### config.mk
export PLATFORM = sky130hd
export DESIGN_NAME = rpc_codec
export DESIGN_NICKNAME = d
export VERILOG_FILES = /design/src/design/rpc_pkg.sv /design/src/design/rpc_codec.sv /design/src/design/rpc_fifo.sv
export SDC_FILE = /design/constraint.sdc
export NUM_CORES = 1
export LEC_CHECK = 0
export BUFFER_PORTS_ARGS = -buffer_cell sky130_fd_sc_hd__buf_2
export CAP_MARGIN = 20
export CORE_ASPECT_RATIO = 2
export CORE_UTILIZATION = 55
export DETAILED_ROUTE_END_ITERATION = 12
export PLACE_DENSITY = 0.78
export SLEW_MARGIN = 20
export SYNTH_ARGS = -nofsm -noshare
export SYNTH_HDL_FRONTEND = slang
export SYNTH_SLANG_ARGS = --single-unit
### constraint.sdc
create_clock -name ref_clk_in -period 4 [get_ports ref_clk_in]
set_input_delay 0.2 -clock ref_clk_in [delete_from_list [all_inputs] [get_ports ref_clk_in]]
set_output_delay 0.2 -clock ref_clk_in [all_outputs]
set_load 0.01 [all_outputs]
### src/design/rpc_pkg.sv
// Package for the remote PHY packet codec: field layout, codes and register map
package rpc_pkg;
    // APB register byte offsets
    localparam logic [7:0] RPC_OFS_CMD_CTRL = 8'h00;
    localparam logic [7:0] RPC_OFS_CMD_STAT = 8'h04;
    localparam logic [7:0] RPC_OFS_RX_DATA = 8'h08;
    localparam logic [7:0] RPC_OFS_RX_STAT = 8'h0c;
    localparam logic [7:0] RPC_OFS_RX_INFO = 8'h10;
    localparam logic [31:0] RPC_RST_WORD = 32'h0000_0000;
    localparam logic [31:0] RPC_UNMAPPED_RD = 32'h0000_0000;

    // Packet quadlet fields
    localparam int RPC_ID_MSB = 31;
    localparam int RPC_NODE_LSB = 24;
    localparam int RPC_TYPE_LSB = 18;
    localparam int RPC_PAGE_LSB = 15;
    localparam int RPC_PORT_LSB = 11;
    localparam int RPC_REG_LSB = 8;
    localparam int RPC_MARK_LSB = 4;
    localparam logic [1:0] RPC_PHY_PKT_ID = 2'h0;
    localparam logic [3:0] RPC_TYPE_BASE_RD = 4'h1;
    localparam logic [3:0] RPC_TYPE_PAGED_RD = 4'h5;
    localparam logic [3:0] RPC_TYPE_COMMAND = 4'h8;
    localparam logic [3:0] RPC_EXT_MARK = 4'he;

    // Token fields
    localparam int RPC_TOK_SIZE_LSB = 16;
    localparam int RPC_TOK_S_BIT = 15;
    localparam int RPC_TOK_P_BIT = 14;
    localparam int RPC_TOK_ACK_LSB = 8;
    localparam int RPC_TOK_PAD_LSB = 6;
    localparam int RPC_TOK_SPD_LSB = 4;
    localparam logic [13:0] RPC_REPLY_QUADS = 14'h0002;

    // Speed codes
    localparam logic [1:0] RPC_SPD_100 = 2'h0;
    localparam logic [1:0] RPC_SPD_200 = 2'h1;
    localparam logic [1:0] RPC_SPD_400 = 2'h2;

    // Remote operation codes
    localparam logic [2:0] RPC_OP_NOP = 3'h0;
    localparam logic [2:0] RPC_OP_DISABLE = 3'h1;
    localparam logic [2:0] RPC_OP_SUSPEND = 3'h2;
    localparam logic [2:0] RPC_OP_CLR_FAULT = 3'h4;
    localparam logic [2:0] RPC_OP_ENABLE = 3'h5;
    localparam logic [2:0] RPC_OP_RESUME = 3'h6;

    localparam int RPC_FIFO_WIDTH = 32;
    localparam int RPC_FIFO_DEPTH = 4;

    typedef struct packed {
        logic [1:0] rsvd_hi;
        logic [13:0] quadlet_count;
        logic self_id_flag;
        logic phy_pkt_flag;
        logic rsvd_mid;
        logic [4:0] acknowledge_code;
        logic [1:0] pad_count;
        logic [1:0] speed_code;
        logic [3:0] rsvd_lo;
    } rpc_token_s;

    typedef struct packed {
        logic [5:0] target_node_number;
        logic [2:0] page;
        logic [3:0] port;
        logic [2:0] remote_operation_code;
    } rpc_cmd_s;

    typedef struct packed {
        logic [4:0] acknowledge_code;
        logic [1:0] pad_count;
        logic [1:0] speed_code;
        logic self_id;
    } rpc_rx_attr_s;

    typedef enum logic [2:0] {
        RPC_TX_IDLE = 3'b001,
        RPC_TX_FIRST = 3'b010,
        RPC_TX_SECOND = 3'b100
    } rpc_tx_state_e;

    typedef enum logic [2:0] {
        RPC_RX_FIRST = 3'b001,
        RPC_RX_SECOND = 3'b010,
        RPC_RX_PUSH = 3'b100
    } rpc_rx_state_e;
endpackage : rpc_pkg

### src/design/rpc_codec.sv
// Remote PHY packet codec: command encoder and reply decoder with APB registers
`timescale 1ns/1ns
module rpc_codec
    import rpc_pkg::*;
(
    input wire logic ref_clk_in, // 250 MHz clock
    input wire logic sys_rst_in, // Sync reset, high
    input wire logic psel, // APB select
    input wire logic penable, // APB enable
    input wire logic pwrite, // APB direction
    input wire logic [7:0] paddr, // APB byte address
    input wire logic [31:0] pwdata, // APB write data
    output logic [31:0] prdata, // APB read data
    output logic pready, // APB ready
    output logic pslverr, // APB error
    output logic [31:0] tx_quad_out, // Quadlet to PHY
    output logic tx_valid_out, // Quadlet valid
    input wire logic tx_ready_in, // PHY takes quadlet
    input wire logic [31:0] rx_quad_in, // Quadlet from PHY
    input wire logic rx_valid_in, // Quadlet valid
    input wire logic rx_last_in, // Last quadlet of packet
    output logic rx_ready_out, // Back-pressure to PHY
    input wire logic [4:0] rx_ack_in, // Ack sent for packet
    input wire logic [1:0] rx_speed_in, // Receive speed code
    input wire logic [1:0] rx_pad_in, // Pad bytes appended
    input wire logic rx_self_id_in // Packet is self-ID
);
    logic apb_acc;
    logic apb_wr;
    logic apb_rd;
    logic apb_setup;
    logic send_req;
    logic tx_busy;
    logic [31:0] first_quad;
    rpc_cmd_s cmd_q;
    rpc_cmd_s cmd_wr;
    rpc_tx_state_e tx_state_q;
    logic [31:0] tx_quad_q;
    logic sent_q;

    rpc_rx_state_e rx_state_q;
    logic [31:0] rx_first_q;
    rpc_rx_attr_s rx_attr_q;
    logic [31:0] rd_word;
    logic [31:0] prdata_q;
    logic pop_armed_q;
    logic [7:0] drop_cnt_q;
    logic [31:0] push_word;
    logic push_valid;
    logic push_ready;
    logic push_tok_q;
    rpc_token_s token;
    logic [31:0] fifo_data;
    logic fifo_valid;
    logic fifo_pop;
    logic [2:0] fifo_level;
    logic rx_take;
    logic pair_ok;
    logic type_ok;

    assign apb_acc = psel && penable;
    assign apb_wr = apb_acc && pwrite;
    assign apb_rd = apb_acc && !pwrite;
    assign apb_setup = psel && !penable;
    assign pready = 1'b1;
    assign pslverr = 1'b0;

    // Command encoder
    assign tx_busy = (tx_state_q != RPC_TX_IDLE);
    assign send_req = apb_wr && (paddr == RPC_OFS_CMD_CTRL) && pwdata[31] && !tx_busy;
    // Built from the write itself; only loaded on the start edge, where both agree
    assign cmd_wr = pwdata[$bits(rpc_cmd_s)-1:0];
    always_comb
    begin
        first_quad = RPC_RST_WORD;
        first_quad[RPC_ID_MSB -: 2] = RPC_PHY_PKT_ID;
        first_quad[RPC_NODE_LSB +: 6] = cmd_wr.target_node_number;
        first_quad[RPC_TYPE_LSB +: 4] = RPC_TYPE_COMMAND;
        first_quad[RPC_PAGE_LSB +: 3] = cmd_wr.page;
        first_quad[RPC_PORT_LSB +: 4] = cmd_wr.port;
        first_quad[RPC_MARK_LSB +: 4] = RPC_EXT_MARK;
        first_quad[2:0] = cmd_wr.remote_operation_code;
    end

    always_ff @(posedge ref_clk_in)
    begin
        if (sys_rst_in)
        begin
            cmd_q <= '0;
        end
        else if (apb_wr && (paddr == RPC_OFS_CMD_CTRL) && !tx_busy)
        begin
            // Codes 3 and 7 have no meaning; pass them through unchanged
            cmd_q <= pwdata[$bits(rpc_cmd_s)-1:0];
        end
    end

    always_ff @(posedge ref_clk_in)
    begin
        if (sys_rst_in)
        begin
            tx_state_q <= RPC_TX_IDLE;
            tx_quad_q <= RPC_RST_WORD;
        end
        else
        begin
            unique case (tx_state_q)
                RPC_TX_IDLE:
                begin
                    if (send_req)
                    begin
                        tx_state_q <= RPC_TX_FIRST;
                        tx_quad_q <= first_quad;
                    end
                end
                RPC_TX_FIRST:
                begin
                    if (tx_ready_in)
                    begin
                        tx_state_q <= RPC_TX_SECOND;
                        tx_quad_q <= ~tx_quad_q;
                    end
                end
                RPC_TX_SECOND:
                begin
                    if (tx_ready_in)
                    begin
                        tx_state_q <= RPC_TX_IDLE;
                        tx_quad_q <= RPC_RST_WORD;
                    end
                end
            endcase
        end
    end

    // Quadlet comes from a flop loaded at the start edge, so it is ready in the first cycle
    assign tx_valid_out = tx_busy;
    assign tx_quad_out = tx_quad_q;

    always_ff @(posedge ref_clk_in)
    begin
        if (sys_rst_in)
        begin
            sent_q <= 1'b0;
        end
        else if ((tx_state_q == RPC_TX_SECOND) && tx_ready_in)
        begin
            sent_q <= 1'b1; // Set wins over clear below
        end
        else if (apb_wr && (paddr == RPC_OFS_CMD_STAT) && pwdata[0])
        begin
            sent_q <= 1'b0;
        end
    end

    // Reply decoder: pairs quadlets, checks inverse, prefixes a token
    assign rx_ready_out = (rx_state_q != RPC_RX_PUSH);
    assign rx_take = rx_valid_in && rx_ready_out;
    assign pair_ok = (rx_quad_in == ~rx_first_q);
    assign type_ok = (rx_first_q[RPC_ID_MSB -: 2] == RPC_PHY_PKT_ID)
        && ((rx_first_q[RPC_TYPE_LSB +: 4] == RPC_TYPE_BASE_RD)
        || (rx_first_q[RPC_TYPE_LSB +: 4] == RPC_TYPE_PAGED_RD));

    always_ff @(posedge ref_clk_in)
    begin
        if (sys_rst_in)
        begin
            rx_state_q <= RPC_RX_FIRST;
            rx_first_q <= RPC_RST_WORD;
            rx_attr_q <= '0;
            push_tok_q <= 1'b1;
            drop_cnt_q <= 8'h00;
        end
        else
        begin
            unique case (rx_state_q)
                RPC_RX_FIRST:
                begin
                    if (rx_take && !rx_last_in)
                    begin
                        rx_first_q <= rx_quad_in;
                        rx_attr_q <= {rx_ack_in, rx_pad_in, rx_speed_in, rx_self_id_in};
                        rx_state_q <= RPC_RX_SECOND;
                    end
                    else if (rx_take)
                    begin
                        drop_cnt_q <= drop_cnt_q + 8'h01;
                    end
                end
                RPC_RX_SECOND:
                begin
                    if (rx_take)
                    begin
                        if (pair_ok && type_ok && rx_last_in)
                        begin
                            rx_state_q <= RPC_RX_PUSH;
                            push_tok_q <= 1'b1;
                        end
                        else
                        begin
                            drop_cnt_q <= drop_cnt_q + 8'h01;
                            rx_state_q <= RPC_RX_FIRST;
                        end
                    end
                end
                RPC_RX_PUSH:
                begin
                    if (push_ready)
                    begin
                        push_tok_q <= 1'b0;
                        if (!push_tok_q)
                        begin
                            rx_state_q <= RPC_RX_FIRST;
                        end
                    end
                end
            endcase
        end
    end

    always_comb
    begin
        token = '0;
        token.quadlet_count = RPC_REPLY_QUADS;
        token.self_id_flag = rx_attr_q.self_id;
        token.phy_pkt_flag = 1'b1;
        token.acknowledge_code = rx_attr_q.acknowledge_code;
        token.pad_count = rx_attr_q.pad_count;
        token.speed_code = rx_attr_q.speed_code;
    end

    // Reserved low byte of the reply body is cleared, it carries nothing
    assign push_word = push_tok_q ? token : {rx_first_q[31:8], 8'h00};
    assign push_valid = (rx_state_q == RPC_RX_PUSH);
    assign fifo_pop = apb_rd && pop_armed_q;

    rpc_fifo #(
        .WIDTH(RPC_FIFO_WIDTH),
        .DEPTH(RPC_FIFO_DEPTH)
    ) u_fifo (
        .ref_clk_in(ref_clk_in),
        .sys_rst_in(sys_rst_in),
        .wr_data_in(push_word),
        .wr_valid_in(push_valid),
        .wr_ready_out(push_ready),
        .rd_data_out(fifo_data),
        .rd_valid_out(fifo_valid),
        .rd_ready_in(fifo_pop),
        .level_out(fifo_level)
    );

    // Read word is latched in the setup cycle so prdata comes straight from a flop
    always_comb
    begin
        rd_word = RPC_UNMAPPED_RD;
        unique case (paddr)
            RPC_OFS_CMD_CTRL: rd_word = {16'h0000, cmd_q};
            RPC_OFS_CMD_STAT: rd_word = {30'h0, tx_busy, sent_q};
            RPC_OFS_RX_DATA: rd_word = fifo_valid ? fifo_data : RPC_UNMAPPED_RD;
            RPC_OFS_RX_STAT: rd_word = {21'h0, drop_cnt_q, fifo_level};
            RPC_OFS_RX_INFO: rd_word = {18'h0, rx_first_q[RPC_PAGE_LSB +: 3],
                rx_first_q[RPC_PORT_LSB +: 4], rx_first_q[RPC_REG_LSB +: 3], 4'h0};
            default: rd_word = RPC_UNMAPPED_RD;
        endcase
    end

    always_ff @(posedge ref_clk_in)
    begin
        if (sys_rst_in)
        begin
            prdata_q <= RPC_UNMAPPED_RD;
            pop_armed_q <= 1'b0;
        end
        else if (apb_setup && !pwrite)
        begin
            prdata_q <= rd_word;
            // Pop only the word shown; one pushed meanwhile stays queued
            pop_armed_q <= (paddr == RPC_OFS_RX_DATA) && fifo_valid;
        end
        else
        begin
            prdata_q <= RPC_UNMAPPED_RD;
            pop_armed_q <= 1'b0;
        end
    end

    assign prdata = prdata_q;
endmodule : rpc_codec

### src/design/rpc_fifo.sv
// Small valid/ready FIFO used for decoded receive words
`timescale 1ns/1ns
module rpc_fifo #(
    parameter int WIDTH = 32,
    parameter int DEPTH = 4
) (
    input wire logic ref_clk_in, // Clock
    input wire logic sys_rst_in, // Sync reset, high
    input wire logic [WIDTH-1:0] wr_data_in, // Write data
    input wire logic wr_valid_in, // Write valid
    output logic wr_ready_out, // Not full
    output logic [WIDTH-1:0] rd_data_out, // Head word
    output logic rd_valid_out, // Not empty
    input wire logic rd_ready_in, // Pop
    output logic [$clog2(DEPTH):0] level_out // Occupancy
);
    localparam int AW = $clog2(DEPTH);
    logic [WIDTH-1:0] mem_q [DEPTH];
    logic [AW-1:0] wr_ptr_q;
    logic [AW-1:0] rd_ptr_q;
    logic [AW:0] count_q;
    logic push;
    logic pop;

    assign wr_ready_out = (count_q != (AW+1)'(DEPTH));
    assign rd_valid_out = (count_q != '0);
    assign push = wr_valid_in && wr_ready_out;
    assign pop = rd_valid_out && rd_ready_in;
    assign rd_data_out = mem_q[rd_ptr_q];
    assign level_out = count_q;

    always_ff @(posedge ref_clk_in)
    begin
        if (push)
        begin
            mem_q[wr_ptr_q] <= wr_data_in;
        end
    end

    always_ff @(posedge ref_clk_in)
    begin
        if (sys_rst_in)
        begin
            wr_ptr_q <= '0;
            rd_ptr_q <= '0;
            count_q <= '0;
        end
        else
        begin
            if (push)
            begin
                wr_ptr_q <= (wr_ptr_q == AW'(DEPTH - 1)) ? '0 : wr_ptr_q + AW'(1);
            end
            if (pop)
            begin
                rd_ptr_q <= (rd_ptr_q == AW'(DEPTH - 1)) ? '0 : rd_ptr_q + AW'(1);
            end
            if (push && !pop)
            begin
                count_q <= count_q + (AW+1)'(1);
            end
            else if (pop && !push)
            begin
                count_q <= count_q - (AW+1)'(1);
            end
        end
    end
endmodule : rpc_fifo

==> flow_metrics.py <==
metrics = {
    "run_status": {
        "status": "completed",
    },
    "detailed_routing": {
        "drcViolationCount": 0,
        "first_iter_violations": 310,
        "wl_per_cell_um": 18.5,
        "vias": 7396,
        "wirelength_um": 24000,
        "routed_via_density": 5.71,
        "drtPass1Iterations": 4,
        "ant_nets": 0,
    },
    "floorplan": {
        "core_area_mm2": 0.0183,
        "die_area_mm2": 0.0193,
        "die_x_um": 98.8,
        "start_util_pct": 56.3,
        "io_pins": 158,
        "die_height_um": 196,
        "rows": 70,
    },
    "logic_synthesis": {
        "synth_area_mm2": 0.0103,
        "synth.net_count": 988,
        "synth.top_cell.area_share_pct": 32.7,
        "ys_types": 55,
        "ys_seq_area_share_pct": 61.4,
        "syn_area_per_cell_um2": 11.6,
        "ys_ff_latch": 260,
        "ys.warnings.count": 0,
        "async_flop_share_pct": 0,
        "synth_commonest_cells": "dfxtp_1 (148), nand2_1 (134), edfxtp_1 (112)",
        "synth_edf_count": 112,
        "synth_cells": 890,
        "ys.flop_type": "dfxtp_1",
        "yosysMostFrequentCell": "dfxtp_1",
        "synth_top_cell_by_area": "edfxtp_1",
        "synth_area_leaders": "edfxtp_1 (33%), dfxtp_1 (29%), mux4_2 (6.1%)",
    },
    "clocking": {
        "worstSkewPairLatency_ps": 510,
        "clockRootBuffer": "clkbuf_16",
        "ctsResizeCount": 0,
        "clkTransAtPathRegs_ps": 70,
        "cts_setup_buffers": 0,
        "cts_tree": "done",
        "cts_buffer_depth": 3,
        "numCtsBuffers": 22,
        "h-tree-depth": 1,
        "cts_sinks": 260,
    },
    "place": {
        "gp_congestion": 0.801,
        "io_buffers": 140,
        "hpwl_um": 15600,
        "pre_cts_ws_ps": 1460,
    },
    "setup_path": {
        "worstPathRequired_ps": 4430,
        "startpoint_type": "flop",
        "end_kind": "flop",
        "cp_max_fo": 8,
        "r2r_slack_ps": 1420,
        "cp.arrival_ps": 3010,
        "path_class": "reg -> reg",
    },
    "cells_and_area": {
        "n_fill_cell": 1294,
        "multi_input_area_mm2": 0.00369,
        "drive_gt1_share_pct": 22.2,
        "num_antenna_cells": 0,
        "area_growth_pct": 19.9,
        "ff_latch_area_mm2": 0.00633,
        "nNetsFinal": 1164,
    },
    "grt": {
        "grt_pass1_vias": 7501,
        "grt_pass1_wl_um": 38200,
        "antenna_found_initial": 0,
        "gr-total-overflow": 0,
        "grt_max_degree": 104,
        "grt_use_total_pct": 25.5,
    },
    "sta": {
        "fin_ws_ps": 1420,
        "hold_violations": 0,
        "fmax_mhz": 388,
        "slew_viol_final": 0,
        "fin_setup_tns_ps": 0,
        "fin_crit_ps": 2580,
        "finalCritPeriodShare_pct": 64.4,
        "relSlewSlack_pct": 27.2,
        "rsz0062_at_grt": "false",
        "finalClockSkew_ps": 12.9,
        "tightest_slew_ps": 1090,
        "setup_viol": 0,
    },
    "power": {
        "p_leak_nw": 4.52,
        "power.density_mw_per_mm2": 472,
        "ir_drop_mv": 0.378,
    },
    "hold_path": {
        "worst_hold_path_type": "in -> reg",
    },
    "run": {
        "drv_cap": 0,
    },
}
-- registers in the layout (all words and copies together), names as in the netlist, named ones only --
signal            flops
rx_first_q           32
pop_armed_q           1
cmd_q                16
u_fifo.wr_ptr_q       2
u_fifo.level_out      3
rx_attr_q            10
u_fifo.mem_q        112
push_tok_q            1
tx_state_q            3
u_fifo.rd_ptr_q       2
sent_q                1
prdata               32
rx_state_q            3
tx_quad_out          32
drop_cnt_q            8
-- timing repair --
action                                  CTS  global route
hold endpoints to repair                 57             0
endpoints found under the setup margin    0             0
hold buffers                             56             0
-- placed cells by master, fill, tap and decap left out, types with 12 or more instances in the layout --
cell           synthesis  final
a211oi_1              19     19
mux4_2                28     28
a21oi_1               79     79
nor2_1                81     81
o21ai_0               20     20
nand2_1              134    134
inv_1                 13     13
buf_2                  7    139
mux2i_1               21     21
xor2_1                24     24
nor2b_1               20     20
clkbuf_16              0     24
a22oi_1               14     14
dlygate4sd3_1          0     56
dfxtp_1              148    147
and3_2                 8     12
edfxtp_1             112    112
-- metal layers --
metal  GRT usage (%)  wire [um]  up-vias
met1            27.8       8760     3559
met2            46.7      12800      248
met3            3.22       1170       80
met5               0          0        -
li1                -          -     3509
met4            14.5       1210        0
-- critical path, cell delays in order (launching register included) --
cell and delay, ps:
dfxtp_1 360, nand2b_1 190, nor2_1 350, nand2_1 200, inv_1 140, ha_1 190, inv_1 60, fa_1 370
xor2_1 180, or3_1 310, a21oi_1 140
-- area by class of cell --
class	count	share of cell area [%]
Tap cell	216	2.19
Multi-Input combinational cell	564	29.9
Inverter	13	0.395
Clock buffer	32	5.27
Sequential cell	260	51.2
Clock inverter	6	0.233
Timing Repair Buffer	205	10.8
-- power by group --
part           total [mW]  internal [mW]  leakage, nW  switching [mW]
Sequential           3.02           2.90         2.09           0.122
Clock                2.04           1.13        0.338           0.915
Combinational       0.766          0.320         2.09           0.446
-- per-stage QoR --
| stage | hold WS (ps) | instances | instance area [um2] | power (mW) | utilization, % |
|---|---|---|---|---|---|
| after global placement | 440 | 1202 | 11100 | 3.76 | 60.7 |
| after detailed placement | 448 | 1202 | 11100 | 3.79 | 60.7 |
| after global routing | 17.4 | 1296 | 12300 | 6.06 | 67.5 |
| final | 24.9 | 1296 | 12300 | 5.83 | 67.5 |
| after floorplan | 336 | 890 | 10300 | 3.56 | - |
| after CTS | 6.62 | 1296 | 12300 | 5.86 | 67.5 |
-- logic make-up (layout without fill, tap and decap cells) --
| group | after synthesis | after routing | share of synthesized area, % |
|---|---|---|---|
| muxes | 57 | 57 | 9.04 |
| other | 2 | 2 | 0.0729 |
| xor gates and xnor gates | 33 | 33 | 2.81 |
| AOI/OAI and AO/OA | 148 | 148 | 8.43 |
| DFF | 260 | 260 | 61.4 |
| buffers and inverters | 66 | 256 | 2.83 |
| and+or+nand+nor | 316 | 316 | 14.4 |
| adders and majority gates | 8 | 8 | 1.04 |
-- final timing paths --
| check | start | endpoint | cells past startpoint |
|---|---|---|---|
| setup / recovery | rx_state_q[1] | u_fifo.level_out[2] | 10 |
| setup reg to reg | rx_state_q[1] | u_fifo.level_out[2] | 10 |
| hold / removal | rx_self_id_in | rx_attr_q[0] | 3 |
| hold reg to reg | rx_attr_q[4] | rx_attr_q[4] | 2 |
No activity file was read; power rests on OpenSTA's default activity.
